File: src/verilog/pcms_regs.svh
/*
  Register offsets, field positions, reset values and strap codes for the
  clock mode select block. Assumes inclusion by bare name from the design.
*/
`ifndef PCMS_REGS_SVH
`define PCMS_REGS_SVH

// data address of the clock generator config register
`define PCMS_CFG_ADDR 16'h0058

// field positions of clock_generator_config
`define PCMS_MUL_HI 15
`define PCMS_MUL_LO 12
`define PCMS_DIV_BIT 11
`define PCMS_CNT_HI 10
`define PCMS_CNT_LO 3
`define PCMS_ON_BIT 2
`define PCMS_NDIV_BIT 1
`define PCMS_STAT_BIT 0

// strap codes {pin_a, pin_b, pin_c}
`define PCMS_STRAP_000 3'h0
`define PCMS_STRAP_001 3'h1
`define PCMS_STRAP_010 3'h2
`define PCMS_STRAP_STOP 3'h3
`define PCMS_STRAP_OSC 3'h4
`define PCMS_STRAP_PLL1 3'h5
`define PCMS_STRAP_110 3'h6
`define PCMS_STRAP_RSVD 3'h7

// config reset values per strap code
`define PCMS_RST_000 16'h0000
`define PCMS_RST_001 16'h1000
`define PCMS_RST_010 16'h2000
`define PCMS_RST_STOP 16'h0000
`define PCMS_RST_OSC 16'h4000
`define PCMS_RST_PLL1 16'h0007
`define PCMS_RST_110 16'h6000
`define PCMS_RST_RSVD 16'h7000

// sync cycles before straps are taken
`define PCMS_STRAP_WAIT 2'h2

`endif

File: src/verilog/pcms_pkg.sv
/*
  Types of the clock mode select block: loop state and the state struct.
  Assumes nothing of its surroundings.
*/
`default_nettype none

package pcms_pkg;

  // loop state, gray along off -> acquire -> locked
  typedef enum logic [1:0] {
    PCMS_OFF = 2'h0,
    PCMS_ACQ = 2'h1,
    PCMS_LOCK = 2'h3
  } pcms_loop_t;

  // whole block state
  typedef struct packed {
    logic [15:0] cfg;
    logic [2:0] sync1;
    logic [2:0] sync2;
    logic [1:0] init_cnt;
    logic done;
    pcms_loop_t loop;
    logic locked;
    logic [11:0] timer;
    logic sel;
    logic div4;
    logic [1:0] dcnt;
    logic div_clk;
    logic [4:0] ratio;
    logic pll_en;
    logic osc_en;
    logic stop;
    logic [15:0] rdata;
  } pcms_state_t;

endpackage

`default_nettype wire

File: src/verilog/pcms_clock_mode_select.sv
/*
  Clock mode select: config register, strap reset load, loop state,
  lock timer, divider clock and glitch-free source select.
  Assumes a single-cycle on-chip data bus on the reference clock and
  strap pins that are asynchronous to it.
*/
`include "pcms_regs.svh"
`timescale 1ns/1ps
`default_nettype none

module pcms_clock_mode_select #(
  parameter int LOCK_SCALE = 16 // cycles per lock count step
) (
  input wire logic i_clk, // reference clock
  input wire logic i_arst_n, // async reset, active low
  input wire logic i_ce, // clock enable, freezes state when low
  input wire logic i_clock_strap_pin_a, // strap, code msb
  input wire logic i_clock_strap_pin_b, // strap, middle bit
  input wire logic i_clock_strap_pin_c, // strap, code lsb
  input wire logic [15:0] i_mem_addr, // data address
  input wire logic i_mem_wr, // write strobe
  input wire logic i_mem_rd, // read strobe
  input wire logic [15:0] i_mem_wdata, // write data
  output logic [15:0] o_mem_rdata, // read data, next cycle
  output logic o_div_clk, // divided master clock
  output logic o_mclk_sel, // 1 multiplied source, 0 divider
  output logic [4:0] o_pll_ratio, // multiplier ratio 1..31
  output logic o_pll_enable, // loop powered
  output logic o_pll_locked, // loop past acquisition
  output logic o_crystal_drive_pin_en, // internal oscillator on
  output logic o_clock_stop // stop mode strap
);

  // refuse lock scales that overflow the 12-bit timer
  if (LOCK_SCALE < 1 || LOCK_SCALE > 16) begin : g_bad_scale
    $error("LOCK_SCALE must be 1 to 16");
  end

  ////////////////////////////////////////////////////////////////////
  // decode helpers

  // ratio code {div, mul} maps to ratio code+1, top code clamps
  function automatic logic [4:0] f_ratio(input logic [15:0] cfg);
    logic [4:0] code;
    code = {cfg[`PCMS_DIV_BIT], cfg[`PCMS_MUL_HI:`PCMS_MUL_LO]};
    f_ratio = (code == 5'h1F) ? 5'h1F : code + 5'h01;
  endfunction

  // strap code to config reset value
  function automatic logic [15:0] f_strap_cfg(input logic [2:0] code);
    case (code)
      `PCMS_STRAP_000: f_strap_cfg = `PCMS_RST_000;
      `PCMS_STRAP_001: f_strap_cfg = `PCMS_RST_001;
      `PCMS_STRAP_010: f_strap_cfg = `PCMS_RST_010;
      `PCMS_STRAP_STOP: f_strap_cfg = `PCMS_RST_STOP;
      `PCMS_STRAP_OSC: f_strap_cfg = `PCMS_RST_OSC;
      `PCMS_STRAP_PLL1: f_strap_cfg = `PCMS_RST_PLL1;
      `PCMS_STRAP_110: f_strap_cfg = `PCMS_RST_110;
      default: f_strap_cfg = `PCMS_RST_RSVD;
    endcase
  endfunction

  // lock timer load from the count field
  function automatic logic [11:0] f_lock(input logic [15:0] cfg);
    f_lock = 12'(int'(cfg[`PCMS_CNT_HI:`PCMS_CNT_LO]) * LOCK_SCALE);
  endfunction

  ////////////////////////////////////////////////////////////////////
  // state

  pcms_pkg::pcms_state_t st_reg;
  pcms_pkg::pcms_state_t st_next;
  logic wr_hit;
  logic rd_hit;
  logic [15:0] wcfg;

  // bus decode
  assign wr_hit = i_mem_wr && (i_mem_addr == `PCMS_CFG_ADDR);
  assign rd_hit = i_mem_rd && (i_mem_addr == `PCMS_CFG_ADDR);
  assign wcfg = {i_mem_wdata[15:1], 1'b0};

  // next-state logic
  always_comb begin
    st_next = st_reg;
    if (i_ce) begin
      // strap synchroniser
      st_next.sync1 = {i_clock_strap_pin_a, i_clock_strap_pin_b, i_clock_strap_pin_c};
      st_next.sync2 = st_reg.sync1;
      // lock timer counts down
      if (st_reg.timer != 12'h000) begin
        st_next.timer = st_reg.timer - 12'h001;
      end
      // loop state
      case (st_reg.loop)
        pcms_pkg::PCMS_OFF: begin
          if (st_reg.done && st_reg.cfg[`PCMS_ON_BIT]) begin
            st_next.loop = pcms_pkg::PCMS_ACQ;
          end
        end
        pcms_pkg::PCMS_ACQ: begin
          if (!st_reg.cfg[`PCMS_ON_BIT] && st_reg.timer == 12'h000) begin
            st_next.loop = pcms_pkg::PCMS_OFF;
          end else if (st_reg.timer == 12'h000) begin
            st_next.loop = pcms_pkg::PCMS_LOCK;
          end
        end
        pcms_pkg::PCMS_LOCK: begin
          if (!st_reg.cfg[`PCMS_ON_BIT] && st_reg.timer == 12'h000) begin
            st_next.loop = pcms_pkg::PCMS_OFF;
          end
        end
        default: st_next.loop = pcms_pkg::PCMS_OFF;
      endcase
      // strap load after release, then software writes
      if (!st_reg.done) begin
        if (st_reg.init_cnt == `PCMS_STRAP_WAIT) begin
          st_next.done = 1'b1;
          st_next.cfg = f_strap_cfg(st_reg.sync2);
          st_next.osc_en = (st_reg.sync2 == `PCMS_STRAP_OSC);
          st_next.stop = (st_reg.sync2 == `PCMS_STRAP_STOP);
          st_next.timer = f_lock(f_strap_cfg(st_reg.sync2));
        end else begin
          st_next.init_cnt = st_reg.init_cnt + 2'h1;
        end
      end else if (wr_hit) begin
        st_next.cfg = wcfg;
        if (wcfg[15:1] != st_reg.cfg[15:1]) begin
          st_next.timer = f_lock(wcfg);
        end
        // new ratio forces reacquisition
        if (st_reg.loop != pcms_pkg::PCMS_OFF && f_ratio(wcfg) != f_ratio(st_reg.cfg)) begin
          st_next.loop = pcms_pkg::PCMS_ACQ;
        end
      end
      st_next.ratio = f_ratio(st_next.cfg);
      st_next.pll_en = (st_next.loop != pcms_pkg::PCMS_OFF);
      st_next.locked = (st_next.loop == pcms_pkg::PCMS_LOCK);
      // multiplied source only when locked and timer expired
      if (st_reg.loop != pcms_pkg::PCMS_LOCK) begin
        st_next.sel = 1'b0;
      end else if (st_reg.timer == 12'h000) begin
        st_next.sel = st_reg.cfg[`PCMS_NDIV_BIT] && st_reg.cfg[`PCMS_ON_BIT];
      end
      // divider, ratio change only at wrap so no short phase
      if (!st_reg.stop) begin
        st_next.dcnt = st_reg.dcnt + 2'h1;
        if (st_next.dcnt == 2'h0) begin
          st_next.div4 = st_reg.cfg[`PCMS_DIV_BIT];
        end
        st_next.div_clk = st_reg.div4 ? st_next.dcnt[1] : st_next.dcnt[0];
      end
      // read port, unmapped reads as zero
      st_next.rdata = rd_hit ? {st_reg.cfg[15:1], st_reg.sel} : 16'h0000;
    end
  end

  // state register
  always_ff @(posedge i_clk or negedge i_arst_n) begin
    if (!i_arst_n) begin
      st_reg <= '0;
    end else begin
      st_reg <= st_next;
    end
  end

  ////////////////////////////////////////////////////////////////////
  // outputs

  assign o_mem_rdata = st_reg.rdata;
  assign o_div_clk = st_reg.div_clk;
  assign o_mclk_sel = st_reg.sel;
  assign o_pll_ratio = st_reg.ratio;
  assign o_pll_enable = st_reg.pll_en;
  assign o_pll_locked = st_reg.locked;
  assign o_crystal_drive_pin_en = st_reg.osc_en;
  assign o_clock_stop = st_reg.stop;

  // mode bit as a plain net for sampled-value use
  logic ndiv_now;
  assign ndiv_now = st_reg.cfg[`PCMS_NDIV_BIT];
endmodule // pcms_clock_mode_select

`default_nettype wire

File: config.mk
export PLATFORM = sky130hd
export DESIGN_NAME = pcms_clock_mode_select
export DESIGN_NICKNAME = d
export VERILOG_FILES = /design/src/verilog/pcms_pkg.sv /design/src/verilog/pcms_clock_mode_select.sv
export VERILOG_INCLUDE_DIRS = /design/src /design/src/verilog
export SDC_FILE = /design/constraint.sdc
export NUM_CORES = 1
export LEC_CHECK = 0
export BUFFER_PORTS_ARGS = -buffer_cell sky130_fd_sc_hd__buf_4
export CORE_ASPECT_RATIO = 0.7
export CORE_MARGIN = 2
export CORE_UTILIZATION = 25
export DETAILED_ROUTE_END_ITERATION = 8
export PLACE_DENSITY = 0.44
export SYNTH_ARGS = -nofsm -noshare
export SYNTH_HDL_FRONTEND = slang
export SYNTH_SLANG_ARGS = --single-unit
File: constraint.sdc
create_clock -name i_clk -period 3.25 [get_ports i_clk]
set_input_delay 0.325 -clock i_clk [delete_from_list [all_inputs] [get_ports i_clk]]
set_output_delay 0.325 -clock i_clk [all_outputs]
set_load 0.02 [all_outputs]
; ---- Word level (Yosys, flattened, before mapping)
; Index checks and enable logic that the tools add are counted.
[op_classes]
add_sub_neg = 6
n_eq_ne = 19
mux = 28
bitwise_logic = 3
n_reduce_logical = 22
[op_table]
columns = operator, n
row1 = 15-bit case mux with 6 select lines, 1
row2 = 16-bit 2-to-1 mux, 5
row3 = 12-bit 2-to-1 mux, 5
row4 = 16-bit by 7-bit == test with 1-bit output (second input constant), 1
row5 = 2-bit 2-to-1 mux, 8
row6 = 5-bit by 1-bit adder with 5-bit output (second input constant), 3
row7 = 5-bit == test (second input constant), 3
row8 = 5-bit 2-to-1 mux, 3
row9 = 15-bit inequality test, 1
row10 = 12-bit zero test, 1
row11 = 3-bit AND reduction, 4
row12 = 12-bit nonzero test, 1
row13 = 12-bit by 1-bit subtractor with 12-bit output (second input constant), 1
row14 = 3-bit == test (second input constant), 3
row15 = 2-bit == test (second input constant), 3
row16 = 3-bit by 2-bit == test with 1-bit output (second input constant), 2
row17 = 1-bit logical AND, 6
row18 = 2-bit case mux with 3 select lines, 1
row19 = 2-bit nonzero test, 3
row20 = 1-bit 2-to-1 mux, 5
row21 = 5-bit inequality test, 1
row22 = 2-bit by 1-bit adder with 2-bit output (second input constant), 2
row23 = 2-bit zero test, 2
row24 = 2-bit AND reduction, 2
row25 = other kinds (9), 11
[totals]
ff_bits = 69
input_bits = 40
out_inout_bits = 27
wordCells = 96

; ---- Depth between registers and ports, before layout
; Gate-level depths: netlist of the first run.
[logic_depth]
word_depth = 9
mapped_depth = 12
mapped_depth_nobuf = 11

; ---- Worst setup path after synthesis of the first run
; OpenSTA, ideal clock, no wires.
[synth_timing]
path_kind = register -> register
from = reg st_reg[45] (netlist bit)
to = reg st_reg, in the netlist o_pll_ratio[3]
setup_ps = 82
t_arrival_ps = 2167
required_time_ps = 3168
path_slack_ps = 1001
stages_incl_launch_ff = 12
n_path_buf = 1
synth_period_minus_slack_ps = 2249
path_cell_list = dfrtp_1 inv_1 ha_1 nor2b_1 clkbuf_1 a21oi_1 a221oi_1 ha_1 nand2_1 a31oi_1 o21ai_0 a31oi_1
[synth_via]
elab_chain_len = 6
elab_cells_between_ends = 7
cone_classes = add/sub (1) / eq/ne (2) / mux (4)
[synth_lines]
columns = element, line
row1 = "start, declared", pcms_clock_mode_select.sv:71  ; pcms_pkg::pcms_state_t st_reg;
row2 = "start signal, assigned", pcms_clock_mode_select.sv:162  ; st_reg <= st_next;
row3 = 2-bit == test (no source line) *, n/a
row4 = 16-bit 2-to-1 mux *, pcms_clock_mode_select.sv:116  ; if (st_reg.init_cnt == `PCMS_STRAP_WAIT) begin
row5 = 16-bit 2-to-1 mux *, pcms_clock_mode_select.sv:115  ; if (!st_reg.done) begin
row6 = 16-bit 2-to-1 mux *, pcms_clock_mode_select.sv:85  ; if (i_ce) begin
row7 = 5-bit by 1-bit adder with 5-bit output / 5-bit == test (equally long branches), pcms_clock_mode_select.sv:46  ; f_ratio = (code == 5'h1F) ? 5'h1F : code + 5'h01;
row8 = 5-bit 2-to-1 mux *, pcms_clock_mode_select.sv:46
; Mark *: on every way between the ends. The rest lies on a longest branch, timed or not. The select of a mux whose other input is x is not followed.
; A chain may end at the register's enable or synchronous reset.

; ---- Final worst setup path of the first run
[layout_timing]
from = reg st_reg[29] (netlist bit)
to = reg st_reg[43] (netlist bit)
[layout_via]
elab_chain_len = 8
elab_cells_between_ends = 10
cone_classes = mux (8) / reduce/logical (2)
[layout_lines]
columns = element, line
row1 = 12-bit zero test *, "pcms_clock_mode_select.sv:101, pcms_clock_mode_select.sv:103, pcms_clock_mode_select.sv:108"
row2 = 2-bit 2-to-1 mux / 1-bit logical AND (equally long branches), "pcms_clock_mode_select.sv:103, pcms_clock_mode_select.sv:101, pcms_clock_mode_select.sv:108"
row3 = 2-bit 2-to-1 mux (on tied branches), "pcms_clock_mode_select.sv:101, pcms_clock_mode_select.sv:108"
row4 = 2-bit case mux with 3 select lines *, pcms_clock_mode_select.sv:94  ; case (st_reg.loop)
row5 = 2-bit 2-to-1 mux, pcms_clock_mode_select.sv:131  ; if (st_reg.loop != pcms_pkg::PCMS_OFF && f_ratio(wcfg) != f_ratio(st_reg.cfg)) begin
row6 = 2-bit 2-to-1 mux, pcms_clock_mode_select.sv:125  ; end else if (wr_hit) begin
row7 = 2-bit 2-to-1 mux *, pcms_clock_mode_select.sv:115
row8 = 2-bit 2-to-1 mux *, pcms_clock_mode_select.sv:85
; Marked as above.

==> flow_summary_export.csv, run 1 <==
group,metric,value,unit
grt,grt_usage,13.5,%
critical_path,start_kind,"flop",
clock_tree,cts_sinks,68,
critical_path,rrSetupSlack,920,ps
clock_tree,clk_path_buf_depth,2,
timing,timing.hold.ws,109,ps
clock_tree,post-cts-setup-buffers,0,
synthesis,ys_seq_area_share,42.4,%
placement,io_buffers,65,
worst_hold_path,hold_path_class,"in2async",
power,powerDensity,603,mW/mm2
synthesis,synth.distinct_cells,62,
floorplanning,placementRows,38,
synthesis,syn-num-nets,480,
clock_tree,cts_made_buffers,9,
critical_path,rr_worst_depth,8,
critical_path,setup.worst_path.start,"st_reg[29]",
synthesis,yosysWarnings,0,
flow_run,maxCapViolCount,0,
power,p_leak,2.11,nW
run_status,outcome,"complete, no violations",
clock_tree,cts_resized,0,
route,ant_nets,0,
timing,post-route-period-util,71.6,%
timing,fin_crit,2330,ps
layout,layout.nets,511,
grt,grt_max_degree,69,
synthesis,synth_edf_count,0,
timing,setup_viol,0,
timing,final_max_slew_viol_count,0,
placement,dp_hpwl,7890,um
floorplanning,start_util,25.7,%
grt,overflow,0,
clock_tree,cts-root-buf,"clkbuf_16",
floorplanning,die_y,110,um
layout,areaGrowthSynthToFinish,18.8,%
timing,relSlewSlack,39.6,%
route,drc,0,
floorplanning,core,0.0156,mm2
timing,rsz0062_at_grt,"false",
critical_path,r2r_start,"st_reg[29]",
route,routed_wl,11100,um
synthesis,syn_area,0.00401,mm2
layout,antenna-diode-count,0,
clock_tree,cts_tree,"built",
synthesis,yosysTopAreaCell,"dfrtp_1",
timing,finalSetupTns,0,ps
critical_path,crit_type,"reg2reg",
route,drt-initial-drc-count,186,
critical_path,crit_arrival,2580,ps
route,vias,3313,
clock_tree,cts_hold_buf,0,
synthesis,synth_top_area_share,42.4,%
synthesis,synth_cells,433,
clock_tree,path_clk_slew,60,ps
route,drt-vias-per-instance,4.95,
route,firstDrtPassIters,5,
layout,largest_register_ff_count,40,
grt,grt_pass1_vias,3199,
grt,grt_antenna_before_repair,0,
critical_path,timing.rr.end,"st_reg[43]",
layout,regArea,0.00170,mm2
layout,fillerInstances,1665,
placement,place_congestion,0.786,
critical_path,end_kind,"flop",
layout,utilization,30.6,%
grt,grt_pass1_wl,17700,um
power,ir_drop,190,uV
synthesis,synthArstFlopShare,100,%
timing,hold_viol,0,
floorplanning,fp.dieArea,0.0171,mm2
clock_tree,htree_num_levels,3,
critical_path,crit_fanout,10,
floorplanning,ioPinCount,67,
synthesis,yosys-top-cells-area,"dfrtp_1 (42%), a22o_1 (4.1%), buf_4 (4.1%)",
synthesis,synth_seq_cells,68,
synthesis,yosysMostFrequentCell,"dfrtp_1",
layout,layout-drive-gt1-share,22.2,%
route,wl_per_cell,16.6,um
layout,multi_input_area,0.00193,mm2
critical_path,cp.required,3500,ps
clock_tree,clkLatencyLatePin,330,ps
floorplanning,die_w,155,um
timing,timing.fmax,430,MHz
timing,finalClockSkew,5.26,ps
synthesis,syn_avg_cell_area,9.27,um2
synthesis,yosys-top-cells-count,"dfrtp_1 (68), nand2_1 (33), o21ai_0 (29)",
timing,worstMarginPinSlew,907,ps
synthesis,ys.flop_type,"dfrtp_1",
## report_power, final
group | internal, W | leakage (nW) | switching (W) | total [W]
Sequential | 0.00101 | 0.871 | 0.000202 | 0.00121
Combinational | 0.000357 | 1.11 | 0.000407 | 0.000764
Clock | 0.000535 | 0.129 | 0.000370 | 0.000905
## how the worst max path moves through the flow
stage,slack [ps],to
2_1_floorplan,1000,o_pll_ratio[3]
3_3_place_gp,750,o_pll_ratio[3]
3_5_place_dp,680,o_pll_ratio[3]
4_1_cts,860,st_reg[43]
5_1_grt,690,o_pll_ratio[3]
6_report,920,st_reg[43]
## cell type report
type / count / share of cell area [%]
Tap cell: 200 / 5.25
Inverter: 27 / 2.13
Multi-Input combinational cell: 289 / 40.4
Timing Repair Buffer: 69 / 10.9
Clock inverter: 4 / 0.525
Sequential cell: 68 / 35.7
Clock buffer: 12 / 5.17
## per-layer routing
layer,GRT usage (%),routed length (um),vias to the layer above
li1,-,-,1604
met3,3.75,666,4
met4,3.60,51,0
met2,19.7,4840,98
met5,0,0,-
met1,19.7,5550,1607
## kinds of logic (layout without fill, tap and decap cells)
family / after synthesis / in the layout / share of synthesized area, %
DFF: 68 / 68 / 42.4
adders and majority gates: 7 / 7 / 2.18
muxes: 13 / 13 / 3.46
and+or+nand+nor: 125 / 125 / 16.6
xor gates and xnor gates: 23 / 23 / 5.02
AOI/OAI and AO/OA: 121 / 121 / 20.7
buffers and inverters: 76 / 112 / 9.63
## per-stage QoR
stage	setup slack, ps	std cells	total power, W	instance area, um2
2_1_floorplan	1000	433	0.00175	4010
3_3_place_gp	753	653	0.00197	4500
3_5_place_dp	678	653	0.00199	4500
4_1_cts	860	669	0.00292	4770
5_1_grt	687	669	0.00308	4770
6_report	922	669	0.00288	4770
## cell usage in the layout (no fill, tap or decap), types with 3 or more instances in the layout
| master | count |
|---|---|
| nor3_1 | 7 |
| xnor2_1 | 18 |
| o22ai_1 | 5 |
| nand4_1 | 8 |
| xor2_1 | 5 |
| and3_1 | 6 |
| and2_1 | 3 |
| o21ai_0 | 29 |
| nor4b_1 | 3 |
| mux2i_1 | 6 |
| nand3_1 | 23 |
| o21ai_1 | 4 |
| inv_2 | 3 |
| inv_1 | 24 |
| a21oi_1 | 22 |
| nor2b_1 | 3 |
| buf_4 | 69 |
| clkbuf_16 | 9 |
| o31ai_1 | 3 |
| o211ai_1 | 3 |
| nand2_1 | 33 |
| nor2_1 | 17 |
| nand3b_1 | 3 |
| ha_1 | 7 |
| or3_1 | 3 |
| mux2_2 | 7 |
| nor4_1 | 3 |
| a211oi_1 | 3 |
| a31oi_1 | 10 |
| dfrtp_1 | 68 |
| a22o_1 | 19 |
## critical path, stage by stage (launching register included)
cell	delay, ps
dfrtp_1	420
inv_1	100
ha_1	200
nor3b_1	360
nand4_1	470
nor2_1	330
a22o_1	170
a22oi_1	70
a21oi_1	140
(Power assumes the default switching activity.)
==> inputs of run 2 (changes only) <==
Clock period 3.25 ns to 2.3 ns, I/O delays scaled along.
==> flow_summary_export.csv, run 2 (same netlist as run 1, synthesis figures left out) <==
group,metric,value,unit
grt,grt_max_degree,69,
layout,layout-drive-gt1-share,25.9,%
route,wl_met2,4470,um
layout,layout_common_cells,"buf_4 (87), dfrtp_1 (68), nand2_1 (33)",
grt,grt_usage,13.4,%
floorplanning,core,0.0156,mm2
floorplanning,placementRows,38,
placement,place_congestion,0.829,
layout,antenna-diode-count,0,
critical_path,rr_worst_depth,10,
critical_path,end_kind,"flop",
power,swShare,33.2,%
layout,final_common_cell,"buf_4",
clock_tree,clkLatencyLatePin,330,ps
timing,final_max_slew_viol_count,0,
placement,io_buffers,65,
timing,timing.hold.ws,15.9,ps
layout,layout.nets,529,
critical_path,cp.required,2550,ps
clock_tree,htree_num_levels,3,
timing,setup_viol,0,
flow_run,maxCapViolCount,0,
power,p_int,0.00286,W
placement,dp_hpwl,8020,um
timing,timing.fmax,469,MHz
grt,grt_pass1_wl,17700,um
clock_tree,cts_hold_buf,0,
route,vias,3406,
clock_tree,cts_sinks,68,
critical_path,crit_fanout,5,
timing,finalSetupTns,0,ps
critical_path,crit_cells,10,
route,drt-initial-drc-count,211,
layout,largest_register_ff_count,40,
grt,grt_pass1_vias,3266,
route,met3_length,609,um
route,routed.top_layer,"met4",
clock_tree,clk_path_buf_depth,2,
layout,fillerInstances,1645,
power,ir_drop,313,uV
power,p_leak,2.22,nW
critical_path,cpPeakStageDelay,390,ps
power,powerDensity,863,mW/mm2
timing,finalClockSkew,4.53,ps
placement,placed_cells,671,
layout,utilization,31.8,%
clock_tree,path_clk_slew,60,ps
timing,hold_viol,0,
floorplanning,die_w,155,um
run_status,outcome,"complete, no violations",
placement,pre_cts_ws,-24.0,ps
critical_path,start_kind,"flop",
grt,overflow,0,
route,wl_met1,5770,um
floorplanning,die_y,110,um
timing,relSlewSlack,38.5,%
timing,setup_ws,169,ps
layout,finalNonFillerCells,687,
power,clock_power_share,32.8,%
route,ant_nets,0,
worst_hold_path,hold_path_class,"in2async",
critical_path,crit_chain,"inv_1 -> ha_1 -> nor2b_4 -> a21oi_1 -> a221oi_2 -> ha_1 -> nand2_1 -> a31oi_1 -> o21ai_0 -> a31oi_1",
timing,rsz0062_at_grt,"false",
clock_tree,post-cts-setup-buffers,0,
power,power.switching,0.00142,W
route,drc,0,
floorplanning,start_util,25.7,%
critical_path,rrSetupSlack,170,ps
floorplanning,ioPinCount,67,
clock_tree,cts_made_buffers,9,
power,comb_power_share,28.6,%
layout,areaGrowthSynthToFinish,23.7,%
critical_path,crit_family,"compound AO/OA/AOI/OAI gates",
clock_tree,cts-root-buf,"clkbuf_16",
timing,post-route-period-util,92.6,%
critical_path,cp_num_buf_inv,1,
timing,worstMarginPinSlew,923,ps
grt,grt_antenna_before_repair,0,
critical_path,crit_arrival,2380,ps
critical_path,crit_type,"reg2reg",
floorplanning,fp.dieArea,0.0171,mm2
route,wl_per_cell,16.0,um
clock_tree,cts_tree,"built",
route,firstDrtPassIters,4,
route,routed_wl,11000,um
power,power_frac_seq,38.6,%
critical_path,crit_path_top_delay_cell,"dfrtp_1",
route,drt-vias-per-instance,4.96,
timing,fin_crit,2130,ps
-- run 2: cell count changes in the layout (fill, tap and decap cells not counted), sizes merged --
cell | previous run | this run
buf | 69 | 87
bufinv | 0 | 1
clkbuf | 12 | 10
clkinv | 2 | 3
-- run 2: path summary, 6_finish.rpt --
kind	start	end
max	st_reg[45]	o_pll_ratio[3]
min	i_arst_n	o_mem_rdata[14]
max reg2reg	st_reg[45]	o_pll_ratio[3]
min reg2reg	st_reg[51]	st_reg[48]
max in group asynchronous	i_arst_n	ndiv_now
min in group i_clk	i_clock_strap_pin_b	st_reg[51]
-- run 2: routing by layer --
metal	global-route usage (%)	vias up
met2	19.3	100
met5	0	-
met4	3.15	0
met3	3.67	13
met1	19.9	1642
li1	-	1651
-- run 2: power by group through the flow --
stage               sequential (W)  combinational, W  clock, W
floorplan                  0.00162          0.000854         0
global placement           0.00167           0.00120         0
detailed placement         0.00167           0.00122         0
CTS                        0.00165           0.00123   0.00145
global route               0.00169           0.00137   0.00151
finish                     0.00165           0.00123   0.00140
-- run 2: stage by stage --
stage / total power, W / instance area, um2
floorplan: 0.00247 / 4010
global placement: 0.00286 / 4630
detailed placement: 0.00289 / 4630
CTS: 0.00433 / 4940
global route: 0.00457 / 4960
finish: 0.00428 / 4960
-- run 2: final cells by class --
| type | instances | area [um2] | share of cell area (%) |
|---|---|---|---|
| inverters | 27 | 101 | 2.04 |
| well taps | 200 | 250 | 5.04 |
| multi-input cells | 289 | 1950 | 39.4 |
| repair buffers | 87 | 653 | 13.2 |
| flip-flops and latches | 68 | 1700 | 34.3 |
| clock inverters | 6 | 63.8 | 1.29 |
| clock buffers | 10 | 239 | 4.81 |
-- run 2: timing repair --
action | in CTS | in global routing
pin swaps | 0 | 0
setup endpoints to repair | 1 | 5
gates resized for setup | 1 | 4
==> inputs of run 3 (changes only) <==
Settings changed: REMOVE_ABC_BUFFERS set to 1.
==> flow_summary_export.csv, run 3 (same netlist as run 1, synthesis figures left out) <==
group,metric,value,unit
power,clock_power_share,33.1,%
layout,layout.nets,530,
critical_path,r2r_start,"st_reg[67]",
power,power_frac_seq,38.1,%
timing,relSlewSlack,39.3,%
route,drt-initial-drc-count,303,
critical_path,cpPeakStageDelay,570,ps
layout,largest_register_ff_count,40,
timing,setup_viol,0,
clock_tree,htree_num_levels,3,
clock_tree,cts_sinks,68,
critical_path,crit_fanout,9,
power,power.total,0.00432,W
route,firstDrtPassIters,4,
route,ant_nets,0,
timing,worstMarginPinSlew,910,ps
placement,io_buffers,65,
timing,rsz0062_at_grt,"false",
route,drt-vias-per-instance,4.94,
layout,layout_common_cells,"buf_4 (87), dfrtp_1 (68), nand2_1 (33)",
route,routed_wl,11400,um
power,ir_drop,337,uV
layout,fillerInstances,1641,
route,wl_per_cell,16.6,um
clock_tree,clkLatencyLatePin,340,ps
clock_tree,path_clk_slew,50,ps
clock_tree,cts_made_buffers,9,
grt,grt_pass1_wl,18800,um
grt,grt_pass1_vias,3336,
grt,grt_max_degree,69,
layout,layout-drive-gt1-share,25.8,%
critical_path,crit_path_top_delay_cell,"dfrtp_1",
critical_path,start_kind,"flop",
critical_path,crit_arrival,2340,ps
layout,final_common_cell,"buf_4",
power,p_leak,2.22,nW
grt,grt_usage,14.4,%
power,p_int,0.00289,W
critical_path,cp_num_buf_inv,0,
critical_path,crit_chain,"and2_4 -> a21oi_2 -> or3b_4 -> a2111oi_4 -> o311a_1 -> o21ai_1",
critical_path,cp.required,2520,ps
layout,antenna-diode-count,0,
layout,areaGrowthSynthToFinish,23.7,%
critical_path,crit_family,"compound AO/OA/AOI/OAI gates",
worst_hold_path,hold_path_class,"in2async",
power,comb_power_share,28.7,%
clock_tree,cts-root-buf,"clkbuf_16",
critical_path,timing.rr.end,"o_pll_enable",
flow_run,maxCapViolCount,0,
route,drc,0,
timing,final_max_slew_viol_count,0,
grt,grt_antenna_before_repair,0,
grt,overflow,0,
route,vias,3397,
floorplanning,die_y,110,um
floorplanning,start_util,25.7,%
floorplanning,placementRows,38,
timing,post-route-period-util,92.0,%
clock_tree,cts_tree,"built",
placement,dp_hpwl,8380,um
clock_tree,cts_hold_buf,0,
timing,finalSetupTns,0,ps
timing,hold_viol,0,
floorplanning,fp.dieArea,0.0171,mm2
timing,finalClockSkew,5.43,ps
critical_path,end_kind,"flop",
floorplanning,core,0.0156,mm2
power,swShare,33.1,%
floorplanning,die_w,155,um
timing,timing.fmax,472,MHz
critical_path,rrSetupSlack,180,ps
critical_path,crit_type,"reg2reg",
run_status,outcome,"complete, no violations",
power,power.switching,0.00143,W
floorplanning,ioPinCount,67,
timing,fin_crit,2120,ps
clock_tree,clk_path_buf_depth,2,
power,powerDensity,871,mW/mm2
placement,place_congestion,0.814,
critical_path,rr_worst_depth,6,
run 3: cell types whose count changed in the layout (fill, tap and decap cells not counted), sizes merged:
cell,delta
clkinv,-1
buf,+1
clkbuf,+2
clkinvlp,-1
run 3: power groups by stage:
stage                     logic, W  clock network [W]  registers, W
after detailed placement   0.00124                  0       0.00166
after CTS                  0.00124            0.00147       0.00165
after global placement     0.00121                  0       0.00166
final                      0.00124            0.00143       0.00165
after global routing       0.00140            0.00153       0.00169
after floorplan           0.000670                  0       0.00171
run 3: metrics by stage:
| stage | setup slack, ps | instances | hold slack (ps) | cell area [um2] | util (%) |
|---|---|---|---|---|---|
| floorplan | 3.93 | 384 | -65.6 | 3730 | - |
| global placement | 41.4 | 672 | 430 | 4650 | 29.8 |
| detailed placement | -16.5 | 672 | 435 | 4650 | 29.8 |
| CTS | 86.6 | 688 | 68.1 | 4960 | 31.8 |
| global route | 33.5 | 688 | 99.1 | 4960 | 31.8 |
| finish | 184 | 688 | 21.8 | 4960 | 31.8 |
run 3: layout make-up:
cell class	count	area [um2]	share of cell area, %
multi-input combinational	289	1930	39.0
sequential	68	1700	34.3
timing repair buffer	88	673	13.6
inverter	27	101	2.04
tap	200	250	5.04
clock inverter	4	47.5	0.958
clock buffer	12	256	5.17
run 3: how the worst max path moves through the flow:
stage | startpoint | end | depth (start not counted)
after CTS | st_reg[45] | o_pll_ratio[3] | 10
after global routing | st_reg[55] | st_reg[39] | 6
after detailed placement | i_mem_addr[9] | o_pll_ratio[3] | 10
after global placement | i_mem_addr[9] | o_pll_ratio[3] | 10
after floorplan | st_reg[45] | o_pll_ratio[3] | 10
final | st_reg[67] | o_pll_enable | 6
run 3: repair_timing:
| action | in CTS | in global routing |
|---|---|---|
| endpoints found under the setup margin | 0 | 1 |
| setup buffers | 0 | 0 |
| resized for setup | 0 | 2 |
| hold endpoints to repair | 0 | 0 |
run 3: routing by layer:
metal,vias up,global-route usage [%],part of all wire (%)
met4,0,4.72,1.6
li1,1654,-,-
met3,14,4.73,6.7
met2,81,20.0,40
met1,1648,20.9,52
met5,-,0,0
